[src/hw/sclid_pkg.sv]
// Shared constants for the scanner control input decoder: control word layout,
// pulse timing, controller register map and the device safety states.
// Assumes a single 20 MHz system clock on both ends.
package sclid_pkg;

	// ==========================================================================
	// Clock and pulse timing
	// ==========================================================================
	localparam int CLK_HZ = 20_000_000;
	localparam int FIELD_MIN_MS = 60;
	localparam int CMD_MIN_MS = 120;
	// Least times round down; both divide exactly at this rate
	localparam int FIELD_MIN_CYC = (FIELD_MIN_MS * (CLK_HZ / 1000));
	localparam int CMD_MIN_CYC = (CMD_MIN_MS * (CLK_HZ / 1000));
	localparam int CNT_W = 22;

	// ==========================================================================
	// Control word layout
	// ==========================================================================
	localparam int NUM_PATHS = 4;
	localparam int NUM_SEL = 8;
	localparam int NUM_CH = 7;
	localparam int CH_RUN = 4;
	localparam int CH_SOFT = 5;
	localparam int CH_FULL = 6;
	localparam int CASE_W = 5;
	localparam logic [4:0] CASE_NONE = 5'h00;
	localparam logic [7:0] HIST_MAX = 8'hff;
	localparam logic [3:0] WAIT_RST = 4'hf;

	// ==========================================================================
	// Controller register map (APB, one word each)
	// ==========================================================================
	localparam logic [11:0] REG_CTRL = 12'h000;
	localparam logic [11:0] REG_SEL = 12'h004;
	localparam logic [11:0] REG_PULSE = 12'h008;
	localparam logic [11:0] REG_STATUS = 12'h00c;
	localparam int CTRL_CASE_EN_BIT = 0;
	localparam int CTRL_SLEEP_BIT = 1;
	localparam int CTRL_FREEZE_BIT = 2;
	localparam logic [2:0] CTRL_RST = 3'h0;
	localparam logic [7:0] SEL_RST = 8'h00;
	localparam int STAT_RUN_BIT = 0;
	localparam int STAT_APP_BIT = 1;
	localparam int STAT_WAIT_LSB = 2;
	localparam int STAT_SLEEP_BIT = 6;

	// ==========================================================================
	// Device safety states
	// ==========================================================================
	typedef enum logic [3:0] {
		SAFE_RUN = 4'h1,
		SAFE_APP_FAULT = 4'h2,
		SAFE_DEV_FAULT = 4'h4,
		SAFE_RESTART = 4'h8
	} sclid_safe_type;

endpackage

[src/hw/sclid_ctrl_if.sv]
// Cyclic control word from controller to device, and the status bits back.
// Both ends run on the same system clock; no clocking block.
`timescale 1ns/1ps
interface sclid_ctrl_if;
	logic case_switch_enable;
	logic sleep_request;
	logic [7:0] case_selector;
	logic event_history_freeze;
	logic [3:0] path_interlock_clear;
	logic safety_function_restart;
	logic soft_restart_request;
	logic full_restart_request;
	logic safety_running_flag;
	logic application_error_flag;
	logic [3:0] path_waiting_clear_flag;
	logic sleep_active_flag;

	modport device (
		input case_switch_enable, sleep_request, case_selector, event_history_freeze,
		input path_interlock_clear, safety_function_restart, soft_restart_request,
		input full_restart_request,
		output safety_running_flag, application_error_flag, path_waiting_clear_flag,
		output sleep_active_flag
	);

	modport controller (
		output case_switch_enable, sleep_request, case_selector, event_history_freeze,
		output path_interlock_clear, safety_function_restart, soft_restart_request,
		output full_restart_request,
		input safety_running_flag, application_error_flag, path_waiting_clear_flag,
		input sleep_active_flag
	);
endinterface

[src/hw/sclid_device.sv]
// Device end: samples the control word, times command pulses, switches the
// monitoring case, keeps the path interlocks, event history and safety state.
// Assumes the control word is synchronous to sys_clk.
`timescale 1ns/1ps
module sclid_device #(
	parameter int FIELD_MIN_CYC = sclid_pkg::FIELD_MIN_CYC,
	parameter int CMD_MIN_CYC = sclid_pkg::CMD_MIN_CYC
) (
	// Clock and reset
	input wire logic sys_clk,
	input wire logic rst_n,
	// Control word from the controller
	sclid_ctrl_if.device ctl,
	// Configuration and device events
	input wire logic pair_mode,
	input wire logic app_error_event,
	input wire logic dev_error_event,
	input wire logic [3:0] field_interrupt,
	// Monitoring case
	output logic [4:0] active_case,
	output logic case_reject,
	// Event history
	output logic [7:0] history_count,
	output logic history_write,
	// Restart outputs
	output logic device_restart,
	output logic net_stack_restart,
	output logic switch_forward_off
);

	localparam int W = sclid_pkg::CNT_W;

	// ==========================================================================
	// Decoding helpers
	// ==========================================================================

	// Returns {valid, case code}; code 0 is reserved for no active case
	function automatic logic [5:0] decode_case(input logic [7:0] sel, input logic pairs);
		logic [5:0] res;
		logic [3:0] pat;
		int hits;
		res = 6'h00;
		pat = 4'h0;
		hits = 0;
		if (pairs) begin
			res[5] = 1'b1;
			for (int k = 0; k < 4; k++) begin
				pat[k] = sel[2 * k];
				if (sel[2 * k] == sel[2 * k + 1]) begin
					res[5] = 1'b0;
				end
			end
			res[4:0] = 5'({1'b0, pat} + 5'h01);
		end else begin
			for (int k = 0; k < 8; k++) begin
				if (sel[k]) begin
					hits = hits + 1;
					res[4:0] = 5'(k + 1);
				end
			end
			res[5] = (hits == 1);
		end
		return res;
	endfunction

	// Number of paths interrupted in one cycle
	function automatic logic [2:0] count_hits(input logic [3:0] v);
		logic [2:0] n;
		n = 3'h0;
		for (int k = 0; k < 4; k++) begin
			n = n + 3'(v[k]);
		end
		return n;
	endfunction

	// ==========================================================================
	// Pulse qualification, one channel per pulse bit
	// ==========================================================================
	logic [6:0] ch_level;
	logic [6:0] ch_fire;

	assign ch_level = {ctl.full_restart_request, ctl.soft_restart_request,
		ctl.safety_function_restart, ctl.path_interlock_clear};

	genvar gi;
	generate
		for (gi = 0; gi < sclid_pkg::NUM_CH; gi++) begin : g_ch
			localparam logic [W-1:0] MIN_C = (gi < sclid_pkg::NUM_PATHS) ?
				W'(FIELD_MIN_CYC) : W'(CMD_MIN_CYC);
			logic [W-1:0] cnt_r;
			logic armed_r;

			// A bit already high at reset is a held level, never a pulse
			always_ff @(posedge sys_clk) begin
				if (!rst_n) begin
					armed_r <= 1'b0;
				end else if (!ch_level[gi]) begin
					armed_r <= 1'b1;
				end
			end

			// High-phase length, saturating at the minimum
			always_ff @(posedge sys_clk) begin
				if (!rst_n) begin
					cnt_r <= '0;
				end else if (ch_level[gi] && armed_r) begin
					cnt_r <= (cnt_r == MIN_C) ? cnt_r : cnt_r + 1'b1;
				end else begin
					cnt_r <= '0;
				end
			end

			if (gi < sclid_pkg::NUM_PATHS) begin : g_field
				// Fires once per rising edge, when its high phase is long enough
				assign ch_fire[gi] = ch_level[gi] && armed_r && (cnt_r == MIN_C - 1'b1);
			end else begin : g_cmd
				// Fires at the falling edge of a long enough pulse only
				assign ch_fire[gi] = !ch_level[gi] && (cnt_r == MIN_C);
			end
		end
	endgenerate

	// ==========================================================================
	// Safety state
	// ==========================================================================
	sclid_pkg::sclid_safe_type state_r;
	sclid_pkg::sclid_safe_type state_nxt;
	logic restart_go;

	assign restart_go = ch_fire[sclid_pkg::CH_SOFT] || ch_fire[sclid_pkg::CH_FULL];

	// Device errors outrank application errors; a run start leaves only an application error, a soft or full restart leaves both
	always_comb begin
		state_nxt = state_r;
		unique case (state_r)
			sclid_pkg::SAFE_RUN: begin
				if (dev_error_event) begin
					state_nxt = sclid_pkg::SAFE_DEV_FAULT;
				end else if (app_error_event) begin
					state_nxt = sclid_pkg::SAFE_APP_FAULT;
				end
			end
			sclid_pkg::SAFE_APP_FAULT: begin
				if (restart_go) begin
					state_nxt = sclid_pkg::SAFE_RESTART;
				end else if (dev_error_event) begin
					state_nxt = sclid_pkg::SAFE_DEV_FAULT;
				end else if (ch_fire[sclid_pkg::CH_RUN]) begin
					state_nxt = sclid_pkg::SAFE_RUN;
				end
			end
			sclid_pkg::SAFE_DEV_FAULT: begin
				if (restart_go) begin
					state_nxt = sclid_pkg::SAFE_RESTART;
				end
			end
			sclid_pkg::SAFE_RESTART: begin
				state_nxt = sclid_pkg::SAFE_RUN;
			end
			default: begin
				state_nxt = sclid_pkg::SAFE_RESTART;
			end
		endcase
		if (restart_go && state_r == sclid_pkg::SAFE_RUN) begin
			state_nxt = sclid_pkg::SAFE_RESTART;
		end
	end

	always_ff @(posedge sys_clk) begin
		if (!rst_n) begin
			state_r <= sclid_pkg::SAFE_RUN;
		end else begin
			state_r <= state_nxt;
		end
	end

	// Restart strobes; a full restart also takes the stack and switch down
	always_ff @(posedge sys_clk) begin
		if (!rst_n) begin
			device_restart <= 1'b0;
			net_stack_restart <= 1'b0;
			switch_forward_off <= 1'b0;
		end else begin
			device_restart <= restart_go;
			net_stack_restart <= ch_fire[sclid_pkg::CH_FULL];
			switch_forward_off <= ch_fire[sclid_pkg::CH_FULL];
		end
	end

	// Status flags back to the controller
	always_ff @(posedge sys_clk) begin
		if (!rst_n) begin
			ctl.safety_running_flag <= 1'b0;
			ctl.application_error_flag <= 1'b0;
			ctl.sleep_active_flag <= 1'b0;
		end else begin
			ctl.safety_running_flag <= (state_nxt == sclid_pkg::SAFE_RUN);
			ctl.application_error_flag <= (state_nxt == sclid_pkg::SAFE_APP_FAULT);
			ctl.sleep_active_flag <= ctl.sleep_request;
		end
	end

	// ==========================================================================
	// Path interlocks
	// ==========================================================================

	// An interruption in the same cycle as a clear wins: the path stays locked
	always_ff @(posedge sys_clk) begin
		if (!rst_n) begin
			ctl.path_waiting_clear_flag <= sclid_pkg::WAIT_RST;
		end else if (restart_go) begin
			ctl.path_waiting_clear_flag <= sclid_pkg::WAIT_RST;
		end else begin
			ctl.path_waiting_clear_flag <= field_interrupt |
				(ctl.path_waiting_clear_flag & ~ch_fire[3:0]);
		end
	end

	// ==========================================================================
	// Event history
	// ==========================================================================
	logic [8:0] hist_sum;

	assign hist_sum = {1'b0, history_count} + {6'h00, count_hits(field_interrupt)};

	// Saturates rather than wraps so old totals are never lost
	always_ff @(posedge sys_clk) begin
		if (!rst_n) begin
			history_count <= 8'h00;
			history_write <= 1'b0;
		end else if (!ctl.event_history_freeze && (|field_interrupt)) begin
			history_count <= hist_sum[8] ? sclid_pkg::HIST_MAX : hist_sum[7:0];
			history_write <= 1'b1;
		end else begin
			history_write <= 1'b0;
		end
	end

	// ==========================================================================
	// Monitoring case switching
	// ==========================================================================
	logic [5:0] case_dec;

	assign case_dec = decode_case(ctl.case_selector, pair_mode);

	// With switching disabled the current case is simply held
	always_ff @(posedge sys_clk) begin
		if (!rst_n) begin
			active_case <= sclid_pkg::CASE_NONE;
			case_reject <= 1'b0;
		end else if (ctl.case_switch_enable && case_dec[5]) begin
			active_case <= case_dec[4:0];
			case_reject <= 1'b0;
		end else begin
			case_reject <= ctl.case_switch_enable;
		end
	end

endmodule

[src/flat_wrapper.sv]
// flat-port wrapper written by rule: the top's interface ports become plain ports
module sclid_device_flat 
#(
	parameter int FIELD_MIN_CYC = sclid_pkg::FIELD_MIN_CYC,
	parameter int CMD_MIN_CYC = sclid_pkg::CMD_MIN_CYC
)
  (sys_clk, rst_n, pair_mode, app_error_event, dev_error_event, field_interrupt, active_case, case_reject, history_count, history_write, device_restart, net_stack_restart, switch_forward_off, ctl_case_switch_enable, ctl_sleep_request, ctl_case_selector, ctl_event_history_freeze, ctl_path_interlock_clear, ctl_safety_function_restart, ctl_soft_restart_request, ctl_full_restart_request, ctl_safety_running_flag, ctl_application_error_flag, ctl_path_waiting_clear_flag, ctl_sleep_active_flag);
  sclid_ctrl_if ctl_i ();
  input wire logic sys_clk;
  input wire logic rst_n;
  input wire logic pair_mode;
  input wire logic app_error_event;
  input wire logic dev_error_event;
  input wire logic [3:0] field_interrupt;
  output logic [4:0] active_case;
  output logic case_reject;
  output logic [7:0] history_count;
  output logic history_write;
  output logic device_restart;
  output logic net_stack_restart;
  output logic switch_forward_off;
  input wire logic [$bits(ctl_i.case_switch_enable)-1:0] ctl_case_switch_enable;
  input wire logic [$bits(ctl_i.sleep_request)-1:0] ctl_sleep_request;
  input wire logic [$bits(ctl_i.case_selector)-1:0] ctl_case_selector;
  input wire logic [$bits(ctl_i.event_history_freeze)-1:0] ctl_event_history_freeze;
  input wire logic [$bits(ctl_i.path_interlock_clear)-1:0] ctl_path_interlock_clear;
  input wire logic [$bits(ctl_i.safety_function_restart)-1:0] ctl_safety_function_restart;
  input wire logic [$bits(ctl_i.soft_restart_request)-1:0] ctl_soft_restart_request;
  input wire logic [$bits(ctl_i.full_restart_request)-1:0] ctl_full_restart_request;
  output wire logic [$bits(ctl_i.safety_running_flag)-1:0] ctl_safety_running_flag;
  output wire logic [$bits(ctl_i.application_error_flag)-1:0] ctl_application_error_flag;
  output wire logic [$bits(ctl_i.path_waiting_clear_flag)-1:0] ctl_path_waiting_clear_flag;
  output wire logic [$bits(ctl_i.sleep_active_flag)-1:0] ctl_sleep_active_flag;
  assign ctl_i.case_switch_enable = ctl_case_switch_enable;
  assign ctl_i.sleep_request = ctl_sleep_request;
  assign ctl_i.case_selector = ctl_case_selector;
  assign ctl_i.event_history_freeze = ctl_event_history_freeze;
  assign ctl_i.path_interlock_clear = ctl_path_interlock_clear;
  assign ctl_i.safety_function_restart = ctl_safety_function_restart;
  assign ctl_i.soft_restart_request = ctl_soft_restart_request;
  assign ctl_i.full_restart_request = ctl_full_restart_request;
  assign ctl_safety_running_flag = ctl_i.safety_running_flag;
  assign ctl_application_error_flag = ctl_i.application_error_flag;
  assign ctl_path_waiting_clear_flag = ctl_i.path_waiting_clear_flag;
  assign ctl_sleep_active_flag = ctl_i.sleep_active_flag;
  sclid_device #(.FIELD_MIN_CYC(FIELD_MIN_CYC), .CMD_MIN_CYC(CMD_MIN_CYC)) u_core (.sys_clk(sys_clk), .rst_n(rst_n), .ctl(ctl_i), .pair_mode(pair_mode), .app_error_event(app_error_event), .dev_error_event(dev_error_event), .field_interrupt(field_interrupt), .active_case(active_case), .case_reject(case_reject), .history_count(history_count), .history_write(history_write), .device_restart(device_restart), .net_stack_restart(net_stack_restart), .switch_forward_off(switch_forward_off));
endmodule
[config.mk]
export PLATFORM = sky130hd
export DESIGN_NAME = sclid_device_flat
export DESIGN_NICKNAME = d
export VERILOG_FILES = /design/src/hw/sclid_pkg.sv /design/src/hw/sclid_ctrl_if.sv /design/src/hw/sclid_device.sv /design/src/flat_wrapper.sv
export SDC_FILE = /design/constraint.sdc
export NUM_CORES = 1
export LEC_CHECK = 0
export ABC_CLOCK_PERIOD_IN_PS = 6500
export BUFFER_PORTS_ARGS = -buffer_cell sky130_fd_sc_hd__buf_2
export CAP_MARGIN = 0
export CORE_UTILIZATION = 35
export CTS_CLUSTER_SIZE = 25
export DETAILED_ROUTE_END_ITERATION = 10
export GPL_ROUTABILITY_DRIVEN = 0
export SYNTH_ARGS = -nofsm -noshare
export SYNTH_HDL_FRONTEND = slang
export SYNTH_SLANG_ARGS = --single-unit
[constraint.sdc]
create_clock -name sys_clk -period 6.5 [get_ports sys_clk]
set_input_delay 1.3 -clock sys_clk [delete_from_list [all_inputs] [get_ports sys_clk]]
set_output_delay 1.3 -clock sys_clk [all_outputs]
set_load 0.1 [all_outputs]
After elaboration in Yosys (flattened, before gate mapping)
Cells that the tools add are included.
{ "classes": {"addsub": 19, "mux": 39, "n_reduce_logical": 32, "n_eq_ne": 22, "bitwise_logic": 4} }
{ "ops": {"columns": ["op", "count"], "rows": [
  ["32-bit 2-to-1 mux", 15],
  ["32-bit by 2-bit adder with 32-bit output (second input constant)", 7],
  ["22-bit by 21-bit == test with 1-bit output (second input constant)", 8],
  ["22-bit by 1-bit adder with 22-bit output (second input constant)", 7],
  ["22-bit == test (second input constant)", 3],
  ["32-bit by 2-bit == test with 1-bit output (second input constant)", 1],
  ["4-bit 2-to-1 mux", 8],
  ["1-bit logical AND", 17],
  ["4-bit one-hot mux with 4 select lines", 1],
  ["2-bit AND reduction", 7],
  ["3-bit 2-to-1 mux", 4],
  ["8-bit by 3-bit adder with 9-bit output", 1],
  ["4-bit by 1-bit == test with 1-bit output (second input constant)", 2],
  ["4-bit by 2-bit == test with 1-bit output (second input constant)", 2],
  ["8-bit 2-to-1 mux", 1],
  ["1-bit 2-to-1 mux", 7],
  ["3-bit by 1-bit adder with 3-bit output", 2],
  ["6-bit 2-to-1 mux", 1],
  ["4-bit by 1-bit adder with 5-bit output (second input constant)", 1],
  ["4-bit bitwise AND", 1],
  ["1-bit == test", 4],
  ["4-bit by 3-bit == test with 1-bit output (second input constant)", 1],
  ["4-bit == test (second input constant)", 1],
  ["1-bit zero test", 4],
  ["other kinds (8)", 10]
]} }
{ "word_totals": {"inputBits": 27, "word_cells": 141, "output_inout_bits": 25, "regBits": 189} }

Longest topological paths before layout
Gate-level depths: netlist (run 1).
{ "depth": {"word_depth": 27, "mapped_depth": 19, "ltp_nobuf": 19} }

Worst setup path before layout (run 1)
No wires, ideal clock.
{ "synth_path": {"path_kind": "input to register", "start": "input ctl_case_selector[0]", "end": "register u_core.active_case[0]", "required_time_ps": 6384, "arrival_time_ps": 5292, "path_stages": 18, "setup_time_ps": 116, "slack_ps": 1091, "path_buffers": 0, "path_cell_list": "inv_1 > ha_1 > xor2_1 > ha_1 > nand2_1 > o31ai_1 > ha_1 > mux2_2 > ha_1 > a221o_1 > ha_1 > mux2_2 > ha_1 > inv_1 > o221ai_1 > a2111oi_4 > or3_2 > o211a_1"} }
{ "synth_via": {"elab_chain_cells": 26, "word_cells_on_any_way": 40, "classes_between": "add/sub (8); eq/ne (2); mux (29); reduce/logical (1)"} }
{ "synth_lines": {"columns": ["element", "line_no", "text"], "rows": [
  ["start: declaration", "flat_wrapper.sv:24", "input wire logic [$bits(ctl_i.case_selector)-1:0] ctl_case_selector;"],
  ["1-bit 2-to-1 mux", "sclid_device.sv:56", "if (sel[k]) begin"],
  ["32-bit 2-to-1 mux", "sclid_device.sv:45", "if (pairs) begin"],
  ["32-bit by 2-bit adder with 32-bit output", "sclid_device.sv:57", "hits = hits + 1;"],
  ["32-bit 2-to-1 mux", "sclid_device.sv:56", null],
  ["32-bit 2-to-1 mux", "sclid_device.sv:45", null],
  ["32-bit by 2-bit adder with 32-bit output", "sclid_device.sv:57", null],
  ["32-bit 2-to-1 mux", "sclid_device.sv:56", null],
  ["32-bit 2-to-1 mux", "sclid_device.sv:45", null],
  ["[... 10 more ...]", null, null],
  ["32-bit 2-to-1 mux", "sclid_device.sv:56", null],
  ["32-bit 2-to-1 mux", "sclid_device.sv:45", null],
  ["32-bit by 2-bit adder with 32-bit output", "sclid_device.sv:57", null],
  ["32-bit 2-to-1 mux", "sclid_device.sv:56", null],
  ["32-bit 2-to-1 mux", "sclid_device.sv:45", null],
  ["32-bit by 2-bit == test with 1-bit output", "sclid_device.sv:61", "res[5] = (hits == 1);"],
  ["6-bit 2-to-1 mux *", "sclid_device.sv:45", null],
  ["1-bit logical AND", "sclid_device.sv:251", "end else if (ctl.case_switch_enable && case_dec[5]) begin"],
  ["end signal: assignment", "sclid_device.sv:249", "active_case <= sclid_pkg::CASE_NONE;"],
  ["end signal: assignment", "sclid_device.sv:252", "active_case <= case_dec[4:0];"],
  ["end: declaration", "sclid_device.sv:20", "output logic [4:0] active_case,"]
]} }
Mark *: on every way between the ends. The rest lies on a longest branch, timed or not. The select of a mux whose other input is x is not followed.
A chain may end at the register's enable or synchronous reset.

Worst setup path in the final report (run 1)
Same ends and word-level chain as after synthesis.

==> results of run 1 <==
## placed cells by master, fill, tap and decap left out, drive strengths merged, types with 7 or more instances in the layout
master,count
a21oi,54
and2,11
and3,29
and4,7
buf,52
clkbuf,17
dfxtp,189
ha,29
inv,58
mux2i,8
nand2,87
nand3,73
nand4,34
nor2,167
nor2b,13
nor3,28
nor4,7
nor4b,8
o21ai,44
or3,33
xnor2,40
xor2,83
## layer usage
metal | GRT usage | wire length, um | vias to the layer above
met3 | 0.0323 | 768 | 6
met2 | 0.234 | 8620 | 79
met4 | 0.0391 | 111 | 0
met1 | 0.195 | 9290 | 3367
met5 | 0 | 0 | -
li1 | - | - | 3854
## synthesized netlist by cell type (all sizes together), types with 2 or more instances
cell	instances	area, sq um
nand3	73	365
inv	49	184
a2111oi	2	36.3
nor2b	13	81.3
xnor2	40	350
nand3b	2	15.0
and2	11	68.8
and3	29	181
ha	29	363
clkbuf	25	93.8
or3	33	209
buf	5	27.5
o211ai	4	30.0
a21oi	54	270
nor3b	2	15.0
a211oi	2	15.0
o211a	2	20.0
nor3	28	140
o21bai	2	15.0
xnor3	2	46.3
mux2	4	45.0
o21a	2	15.0
a31oi	5	31.3
o31ai	2	20.0
nand4	34	213
dfxtp	189	3780
nor2	167	629
nor4b	8	70.1
xor2	83	727
nand2b	6	37.5
nor4	7	43.8
o21ai	44	220
mux2i	8	80.1
fa	2	40.0
nor4bb	5	50.1
or4	6	48.8
nand2	87	327
or2	3	18.8
and4	7	61.3
## per-stage QoR
step | std cells | total power [W] | area [sq um] | utilization
finish | 1478 | 0.00259 | 10300 | 0.406
floorplan | 1094 | 0.00149 | 9160 | -
CTS | 1478 | 0.00262 | 10300 | 0.406
detailed placement | 1446 | 0.00156 | 9720 | 0.383
global route | 1478 | 0.00270 | 10300 | 0.406
global placement | 1446 | 0.00155 | 9720 | 0.383
## worst paths after layout
kind                                 start                        endpoint  slack [ns]  cells after the start
hold / removal      u_core.g_ch[5].armed_r          u_core.g_ch[5].armed_r        0.46                      2
hold reg to reg     u_core.g_ch[5].armed_r          u_core.g_ch[5].armed_r        0.46                      2
setup / recovery      ctl_case_selector[0]           u_core.active_case[0]        1.03                     19
setup reg to reg  u_core.g_ch[4].cnt_r[17]  u_core.ctl.safety_running_flag        3.59                      8
## flip-flops by register name, summed over array words and instances, names as in the netlist
signal / cells
u_core.net_stack_restart: 1
u_core.g_ch.cnt_r: 154
u_core.ctl.sleep_active_flag: 1
u_core.g_ch.armed_r: 7
u_core.history_write: 1
u_core.state_r: 4
u_core.history_count: 8
u_core.active_case: 5
u_core.ctl.safety_running_flag: 1
u_core.ctl.path_waiting_clear_flag: 4
u_core.case_reject: 1
u_core.ctl.application_error_flag: 1
u_core.device_restart: 1
## critical path, cell delays in order
cell       delay, ns
buf_2           0.14
inv_1           0.06
ha_1            0.38
xor2_1          0.19
ha_1            0.32
nand2_1         0.09
o31ai_1         0.12
ha_1            0.33
mux2_2          0.28
ha_1            0.27
a221o_1         0.42
ha_1            0.32
mux2_2          0.27
ha_1            0.27
inv_1           0.03
o221ai_1        0.33
a2111oi_4       0.07
or3_2           0.47
o211a_1         0.13
## report_power, final
part	switching [W]	total (W)	internal, W
Clock	0.000502	0.00105	0.000550
Sequential	0.0000192	0.00120	0.00118
Combinational	0.000219	0.000334	0.000116
## layout make-up
type | instances | area (sq um) | area share
Tap cell | 330 | 413 | 0.0400
Sequential cell | 189 | 3780 | 0.367
Clock buffer | 17 | 425 | 0.0413
Multi-Input combinational cell | 826 | 5070 | 0.492
Timing Repair Buffer | 52 | 263 | 0.0255
Inverter | 49 | 184 | 0.0178
Clock inverter | 15 | 169 | 0.0164
## cells by family after synthesis
| family | Yosys count | share of synthesized area |
|---|---|---|
| adders and majority gates | 31 | 0.0440 |
| DFF | 189 | 0.413 |
| muxes | 12 | 0.0137 |
| buffers and inverters | 79 | 0.0333 |
| xor gates and xnor gates | 126 | 0.125 |
| and+or+nand+nor | 526 | 0.286 |
| AOI/OAI and AO/OA | 131 | 0.0847 |
==> flow_metrics.py, run 1 <==
metrics = {
    "sta": {
        "maxSlewViolCount": 0,
        "rsz0062_at_grt": "no",
        "timing.max_slew.rel_slack": 0.415,
        "finalSetupViolCount": 0,
        "hold_violations": 0,
        "final.setup.tns_ns": 0,
        "fin_ws_ns": 1.03,
        "layout_min_cycle_time_ns": 5.47,
        "fin_hold_ws_ns": 0.458,
        "fmaxAchievable_mhz": 183,
        "fin_skew_ns": 0.0100,
        "final_min_period_over_clock_period": 0.841,
        "timing_worst_slew_pin_value_ns": 0.875,
    },
    "grt": {
        "grt_first_pass_wirelength_mm": 32.0,
        "number_of_global_route_vias_before_repair": 6708,
        "gr-usage-all-layers": 0.146,
        "grt_remaining_overflow": 0,
        "grt_start_max_net_pins": 30,
        "grt_antenna_before_repair": 0,
    },
    "clock_network": {
        "cts.reportedPaths.clkPinSlew_ns": 0.07,
        "tritoncts_num_sinks": 189,
        "clk_root_buffer_cell": "clkbuf_16",
        "cts_made_buffers": 17,
        "cts_tree": "yes",
        "cts_resized": 0,
        "cts_buffer_depth": 2,
        "h-tree-depth": 4,
        "cts.hold.buffers_added": 0,
        "clk_latency_ns": 0.43,
        "postCtsSetupRepairBufs": 0,
    },
    "floorplanning": {
        "die_width_um": 164,
        "die_height_um": 164,
        "floorplan.initialDensity": 0.361,
        "floorplan.die_area_sq_um": 26800,
        "io_pins": 52,
        "placement_rows": 58,
        "placeableCoreArea_sq_um": 25400,
    },
    "routing": {
        "count_of_vias_placed_by_the_detailed_router": 7306,
        "drt_first_iter_violations": 430,
        "wl_mm": 18.8,
        "ant_nets": 0,
        "drc_errors": 0,
        "detail_route.wl_per_cell_um": 12.7,
        "drt-pass1-iter-count": 5,
        "detail_route.vias_per_cell": 4.94,
    },
    "layout": {
        "final_nets": 1193,
        "drive_above_1_share": 0.0871,
        "antennaDiodeCount": 0,
        "syn2layout_area_growth_pct": 12.5,
        "nFillCells": 2605,
    },
    "logic_synthesis": {
        "post_synth.cell_area_avg_sq_um": 8.38,
        "synth.lib_cells_used.distinct": 66,
        "synth_flop_type": "dfxtp_1",
        "synth-seq-area-share": 0.413,
        "ys_async_sr_fraction": 0,
        "synth-edff-count": 0,
        "ys_ff_latch": 189,
        "yosys_warnings": 0,
        "synthesis.nets": 1152,
        "synth_area_sq_um": 9160,
        "syn-instance-count": 1094,
    },
    "pwr": {
        "power_leakage_nw": 3.56,
        "power_per_cell_area_nw_per_um2": 251,
        "irDropWorstVdd_v": 0.000151,
    },
    "status": {
        "status": "finished, final reports clean",
    },
    "job": {
        "drv.max_cap_violation_count": 0,
    },
    "placement": {
        "hpwlAfterDp_mm": 13.2,
        "io_buffer_count": 51,
        "pre_cts_ws_ns": 0.604,
    },
    "worst_setup_path": {
        "timing.critical_path.arrival_ns": 5.80,
        "worst-endpoint-required_ns": 6.83,
        "timing.critical_path.fanout_max": 6,
        "worst_setup_sp_type": "input pin",
        "cp-end-kind": "register",
        "worst-setup-path-type": "input pin to register",
    },
    "hold_path": {
        "holdCritPathClass": "register to register",
    },
}
Note: power is estimated with default switching activity, not from simulation.
==> run 2, diff against run 1 <==
--- a/config.mk
+++ b/config.mk
@@ -5,7 +5,7 @@
 export SDC_FILE = /design/constraint.sdc
 export NUM_CORES = 1
 export LEC_CHECK = 0
-export ABC_CLOCK_PERIOD_IN_PS = 6500
+export ABC_CLOCK_PERIOD_IN_PS = 5300
 export BUFFER_PORTS_ARGS = -buffer_cell sky130_fd_sc_hd__buf_2
 export CAP_MARGIN = 0
 export CORE_UTILIZATION = 35
==> constraint.sdc (replaced) <==
create_clock -name sys_clk -period 5.3 [get_ports sys_clk]
set_input_delay 1.06 -clock sys_clk [delete_from_list [all_inputs] [get_ports sys_clk]]
set_output_delay 1.06 -clock sys_clk [all_outputs]
set_load 0.1 [all_outputs]
==> run 2 against run 1 <==
Against the previous run:
- via count grew 1.1%
- sequential power increased by 23%
- sequential share of layout area shrank 0.42 points
- register-to-register slack lost 1.2 ns
- design area is 1.2% higher
- routed wire length down 0.81%
- clock-buffer cell count stayed put
- critical path type unchanged
- critical endpoint unchanged
- largest power group unchanged
==> flow_metrics.py, run 2 (synthesis gave the netlist of run 1 again) <==
metrics = {
    "status": {
        "status": "finished, final reports clean",
    },
    "clock_network": {
        "cts_made_buffers": 17,
        "cts_tree": "yes",
        "postCtsSetupRepairBufs": 0,
        "clk_latency_ns": 0.44,
        "tritoncts_num_sinks": 189,
        "cts.reportedPaths.clkPinSlew_ns": 0.07,
        "cts_resized": 0,
        "clk_root_buffer_cell": "clkbuf_16",
        "h-tree-depth": 4,
        "cts.hold.buffers_added": 0,
        "cts_buffer_depth": 2,
    },
    "sta": {
        "fin_hold_ws_ns": 0.448,
        "timing_worst_slew_pin_value_ns": 0.897,
        "timing.max_slew.rel_slack": 0.400,
        "hold_violations": 0,
        "fin_skew_ns": 0.0110,
        "finalSetupViolCount": 0,
        "final_min_period_over_clock_period": 0.941,
        "maxSlewViolCount": 0,
        "rsz0062_at_grt": "no",
        "layout_min_cycle_time_ns": 4.99,
        "fin_ws_ns": 0.312,
        "fmaxAchievable_mhz": 200,
    },
    "worst_setup_path": {
        "worst_setup_sp_type": "input pin",
        "timing.critical_path.arrival_ns": 5.32,
        "worst-endpoint-required_ns": 5.63,
        "cp-end-kind": "register",
        "r2r_start": "u_core.g_ch[6].cnt_r[16]",
        "ff_to_ff_setup_slack_ns": 2.35,
        "ff2ff_path_depth": 8,
        "timing.critical_path.fanout_max": 4,
        "reg2reg_to": "u_core.ctl.safety_running_flag",
        "worst-setup-path-type": "input pin to register",
    },
    "layout": {
        "largest_reg_flops": 154,
        "nFillCells": 2590,
        "final_nets": 1205,
        "multiInputGateArea_sq_um": 5070,
        "largestRegisters": "u_core.g_ch.cnt_r (154), u_core.history_count (8), u_core.g_ch.armed_r (7)",
        "drive_above_1_share": 0.0966,
        "antennaDiodeCount": 0,
        "syn2layout_area_growth_pct": 13.8,
        "area.sequential_sq_um": 3780,
        "layout.cells.most_common": "dfxtp_1",
        "max_flop_register": "u_core.g_ch.cnt_r",
        "postLayoutCoreUtil": 0.411,
        "mostFrequentLayoutCells": "dfxtp_1, nor2_1, nand2_1, xor2_1, nand3_1",
    },
    "job": {
        "drv.max_cap_violation_count": 0,
    },
    "grt": {
        "grt_remaining_overflow": 0,
        "grt_first_pass_wirelength_mm": 31.7,
        "gr-usage-all-layers": 0.146,
        "grt_antenna_before_repair": 0,
        "grt_start_max_net_pins": 30,
        "number_of_global_route_vias_before_repair": 6749,
    },
    "hold_path": {
        "timing.hold.worst_path_depth": 2,
        "holdCritPathClass": "register to register",
        "holdPathEnd": "u_core.g_ch[5].armed_r",
        "hold_start": "u_core.g_ch[5].armed_r",
    },
    "floorplanning": {
        "floorplan.die_area_sq_um": 26800,
        "placement_rows": 58,
        "floorplan.initialDensity": 0.361,
        "die_width_um": 164,
        "placeableCoreArea_sq_um": 25400,
        "io_pins": 52,
        "die_height_um": 164,
    },
    "routing": {
        "drc_errors": 0,
        "ant_nets": 0,
        "detail_route.wl_per_cell_um": 12.5,
        "drt-pass1-iter-count": 4,
        "count_of_vias_placed_by_the_detailed_router": 7388,
        "detail_route.vias_per_cell": 4.96,
        "wl_mm": 18.6,
        "drt_first_iter_violations": 424,
    },
    "placement": {
        "hpwlAfterDp_mm": 13.2,
        "io_buffer_count": 51,
        "pre_cts_ws_ns": -0.149,
    },
    "pwr": {
        "finalPower_w": 0.00325,
        "irDropWorstVdd_v": 0.000203,
        "power_leakage_nw": 3.63,
        "power_per_cell_area_nw_per_um2": 312,
    },
}
==> run 2: changes by cell type in the layout (fill, tap and decap cells not counted), sizes merged <==
cell,previous run,this run
inv,58,57
bufinv,1,2
buf,52,64
==> run 2: where the power goes <==
part	switching [W]	internal (W)	leakage, nW	total [W]
combinational	0.000271	0.000159	1.80	0.000430
sequential	0.0000230	0.00145	1.53	0.00147
clock	0.000625	0.000724	0.302	0.00135
==> run 2: cell type report <==
type,instances,area share
tap,330,0.0396
timing repair buffer,64,0.0338
clock buffer,17,0.0408
multi-input combinational,826,0.486
sequential,189,0.363
inverter,49,0.0176
clock inverter,15,0.0190
==> run 2: through the flow <==
stage | setup TNS (ns) | instances | cell area (sq um)
floorplan | 0 | 1094 | 9160
global placement | -0.0750 | 1458 | 9810
detailed placement | -0.446 | 1458 | 9810
CTS | 0 | 1490 | 10400
global route | 0 | 1490 | 10400
finish | 0 | 1490 | 10400
==> run 2: worst max path at each step <==
stage | startpoint | to | slack [ns] | cells past startpoint
6_report | ctl_case_selector[0] | u_core.active_case[0] | 0.31 | 19
2_1_floorplan | ctl_case_selector[0] | u_core.active_case[0] | 0.13 | 18
4_1_cts | ctl_case_selector[0] | u_core.active_case[0] | 0.31 | 19
3_3_place_gp | ctl_case_selector[0] | u_core.active_case[0] | -0.06 | 19
5_1_grt | ctl_case_selector[0] | u_core.active_case[0] | 0.1 | 19
3_5_place_dp | ctl_case_selector[0] | u_core.active_case[0] | -0.15 | 19
==> run 2: worst max-delay path, stage by stage <==
cell and delay (ns):
buf_2 0.12, inv_1 0.05, ha_1 0.31, xor2_1 0.18, ha_1 0.31, nand2_1 0.08, o31ai_1 0.09, ha_1 0.31
mux2_2 0.28, ha_1 0.26, a221o_1 0.38, ha_1 0.31, mux2_2 0.27, ha_1 0.28, inv_1 0.04, o221ai_1 0.33
a2111oi_4 0.07, or3_2 0.46, o211a_1 0.13
==> run 2: routing by layer <==
layer  track usage  share of wire  routed length [um]
met1         0.187           0.50                9380
met2         0.239           0.45                8450
met3        0.0369          0.034                 636
met4        0.0434         0.0087                 163
met5             0              0                   0
==> run 3, diff against run 2 <==
--- a/config.mk
+++ b/config.mk
@@ -5,13 +5,15 @@
 export SDC_FILE = /design/constraint.sdc
 export NUM_CORES = 1
 export LEC_CHECK = 0
-export ABC_CLOCK_PERIOD_IN_PS = 5300
+export ABC_AREA = 1
+export ABC_CLOCK_PERIOD_IN_PS = 4250
 export BUFFER_PORTS_ARGS = -buffer_cell sky130_fd_sc_hd__buf_2
 export CAP_MARGIN = 0
 export CORE_UTILIZATION = 35
 export CTS_CLUSTER_SIZE = 25
 export DETAILED_ROUTE_END_ITERATION = 10
 export GPL_ROUTABILITY_DRIVEN = 0
+export PLACE_DENSITY = 0.6
 export SYNTH_ARGS = -nofsm -noshare
 export SYNTH_HDL_FRONTEND = slang
 export SYNTH_SLANG_ARGS = --single-unit
==> constraint.sdc (replaced) <==
create_clock -name sys_clk -period 4.25 [get_ports sys_clk]
set_input_delay 0.85 -clock sys_clk [delete_from_list [all_inputs] [get_ports sys_clk]]
set_output_delay 0.85 -clock sys_clk [all_outputs]
set_load 0.1 [all_outputs]
==> run 3 against run 2 <==
Against the previous run:
- non-clock buffer count rose by 19
- largest power group unchanged
- area after synthesis rose by 8.5%
- flip-flop and latch count did not move
==> flow_metrics.py, run 3 <==
metrics = {
    "worst_setup_path": {
        "worst-setup-path-type": "input pin to register",
        "cp-end-kind": "register",
        "path_common_cell": "ha_4",
        "worst_setup_sp_type": "input pin",
        "timing.critical_path.arrival_ns": 4.49,
        "cpPeakStageDelay_ns": 0.28,
        "critical_path.slowest_cell": "ha_4",
        "worst-endpoint-required_ns": 4.59,
        "timing.critical_path.fanout_max": 6,
    },
    "logic_synthesis": {
        "ys_async_sr_fraction": 0,
        "yosys.cell_count.top_type": "nand2_1",
        "ys_top_cells_by_area": "dfxtp_1, nand2_1, inv_1, a21oi_1, nor2_1",
        "syn-instance-count": 1439,
        "yosys_warnings": 0,
        "synth_area_sq_um": 9940,
        "synth_flop_type": "dfxtp_1",
        "synthesis.nets": 1497,
        "ys_ff_latch": 189,
        "synth-seq-area-share": 0.381,
        "synth.lib_cells_used.distinct": 52,
        "synth_top_cell_area_share": 0.381,
        "post_synth_most_frequent_cells": "nand2_1, inv_1, dfxtp_1",
        "synth-edff-count": 0,
        "post_synth.cell_area_avg_sq_um": 6.91,
        "largest_area_contributor_in_the_synthesized_netlist": "dfxtp_1",
    },
    "pwr": {
        "power_per_cell_area_nw_per_um2": 338,
        "power.sequential.fraction": 0.458,
        "finalPower_w": 0.00394,
        "switching_share": 0.257,
        "power_leakage_nw": 4.23,
        "power.internal_w": 0.00293,
        "p_clk_frac": 0.430,
        "power.net_switching_w": 0.00101,
        "irDropWorstVdd_v": 0.000257,
        "comb_power_share": 0.112,
    },
    "sta": {
        "rsz0062_at_grt": "yes",
        "fin_hold_ws_ns": 0.455,
        "hold_violations": 0,
        "layout_min_cycle_time_ns": 4.15,
        "fmaxAchievable_mhz": 241,
        "maxSlewViolCount": 0,
        "final.setup.tns_ns": 0,
        "timing_worst_slew_pin_value_ns": 0.662,
        "timing.max_slew.rel_slack": 0.558,
        "finalSetupViolCount": 0,
        "final_min_period_over_clock_period": 0.977,
        "fin_skew_ns": 0.00926,
    },
    "layout": {
        "largestRegisters": "u_core.g_ch.cnt_r (154), u_core.history_count (8), u_core.g_ch.armed_r (7)",
        "postLayoutCoreUtil": 0.418,
        "largest_reg_flops": 154,
        "drive_above_1_share": 0.135,
        "final_instance_area_sq_um": 11600,
        "layout.cells.most_common": "nand2_1",
        "mostFrequentLayoutCells": "nand2_1, inv_1, dfxtp_1, a21oi_1, nor2_1",
        "final_nets": 1584,
        "max_flop_register": "u_core.g_ch.cnt_r",
        "syn2layout_area_growth_pct": 17.2,
    },
    "routing": {
        "wl_mm": 22.3,
        "detail_route.wl_per_cell_um": 11.6,
        "drt-pass1-iter-count": 5,
        "ant_nets": 0,
        "detail_route.vias_per_cell": 4.79,
        "count_of_vias_placed_by_the_detailed_router": 9187,
        "met2WireLength_mm": 10.4,
        "drt_first_iter_violations": 485,
        "drc_errors": 0,
        "route.top_layer_used": "met4",
        "met3RoutedLength_um": 615,
        "wl_met1_mm": 11.0,
    },
    "clock_network": {
        "cts_buffer_depth": 2,
        "clk_root_buffer_cell": "clkbuf_16",
        "h-tree-depth": 4,
        "cts_made_buffers": 17,
        "cts.hold.buffers_added": 0,
        "tritoncts_num_sinks": 189,
        "cts_tree": "yes",
        "cts.reportedPaths.clkPinSlew_ns": 0.07,
        "clk_latency_ns": 0.43,
    },
    "floorplanning": {
        "floorplan.initialDensity": 0.357,
        "placeableCoreArea_sq_um": 27900,
        "floorplan.die_area_sq_um": 29100,
        "die_height_um": 171,
        "die_width_um": 171,
        "placement_rows": 61,
        "io_pins": 52,
    },
    "grt": {
        "gr-usage-all-layers": 0.159,
        "grt_antenna_before_repair": 0,
        "grt_start_max_net_pins": 20,
        "number_of_global_route_vias_before_repair": 8684,
        "grt_first_pass_wirelength_mm": 38.2,
        "grt_remaining_overflow": 0,
    },
    "placement": {
        "dpl-instance-area_sq_um": 10800,
        "io_buffer_count": 51,
        "hpwlAfterDp_mm": 16.7,
    },
    "status": {
        "status": "finished, final reports clean",
    },
    "hold_path": {
        "holdCritPathClass": "register to register",
    },
    "job": {
        "drv.max_cap_violation_count": 0,
    },
}
==> run 3: final timing paths <==
check                                        startpoint                  endpoint  slack (ns)  cells after the start
worst max register to register  u_core.g_ch[5].cnt_r[1]  u_core.g_ch[5].cnt_r[20]        2.11                     12
worst min register to register   u_core.g_ch[6].armed_r    u_core.g_ch[6].armed_r        0.45                      2
worst min-delay path             u_core.g_ch[6].armed_r    u_core.g_ch[6].armed_r        0.45                      2
worst max-delay path               ctl_case_selector[1]     u_core.active_case[4]         0.1                     32
==> run 3: power by group through the flow <==
| stage | Clock, W | Sequential, W | Combinational (W) |
|---|---|---|---|
| 6_report | 0.00170 | 0.00181 | 0.000440 |
| 2_1_floorplan | 0 | 0.00192 | 0.000205 |
| 3_5_place_dp | 0 | 0.00185 | 0.000386 |
| 4_1_cts | 0.00175 | 0.00181 | 0.000401 |
| 3_3_place_gp | 0 | 0.00185 | 0.000378 |
| 5_1_grt | 0.00182 | 0.00181 | 0.000487 |
==> run 3: area by class of cell <==
class	count	area, sq um
well taps	378	473
flip-flops and latches	189	3780
multi-input cells	984	5280
clock inverters	11	154
diodes	1	2.50
fillers	2840	16200
inverters	251	966
repair buffers	83	524
clock buffers	21	470
==> run 3: cell families (layout without fill, tap and decap cells) <==
family | Yosys count | after routing | share of synthesized area
buffers and inverters | 267 | 366 | 0.104
adder cells (fa/ha/maj) | 31 | 31 | 0.0405
flip-flops | 189 | 189 | 0.381
other | 0 | 1 | 0
XOR/XNOR | 19 | 19 | 0.0167
AND/OR/NAND/NOR | 683 | 684 | 0.325
AO/OA/AOI/OAI | 250 | 250 | 0.133
==> run 3: worst max-delay path: cells and delay by family <==
family / cells / cell delay, ns
and+or+nand+nor: 16 / 1.74
AOI/OAI and AO/OA: 1 / 0.11
adders and majority gates: 6 / 1.28
buffers and inverters: 9 / 0.54
==> run 3: repair_timing <==
item,in CTS,in global routing
setup buffers,3,3
cloned,1,0
endpoints found under the setup margin,6,6
gates resized for setup,5,24
hold endpoints to repair,0,0
pin swaps,7,19
==> run 3: layer usage <==
layer | up-vias | global-route usage
met5 | - | 0
met4 | 0 | 0.0466
met3 | 15 | 0.0315
met2 | 89 | 0.275
met1 | 4171 | 0.199
li1 | 4912 | -
==> run 3: through the flow <==
stage,std cells,setup slack [ns]
finish,1918,0.0977
floorplan,1439,-0.248
global placement,1878,-0.590
global route,1917,-0.0663
CTS,1914,0.0128
detailed placement,1878,-0.700
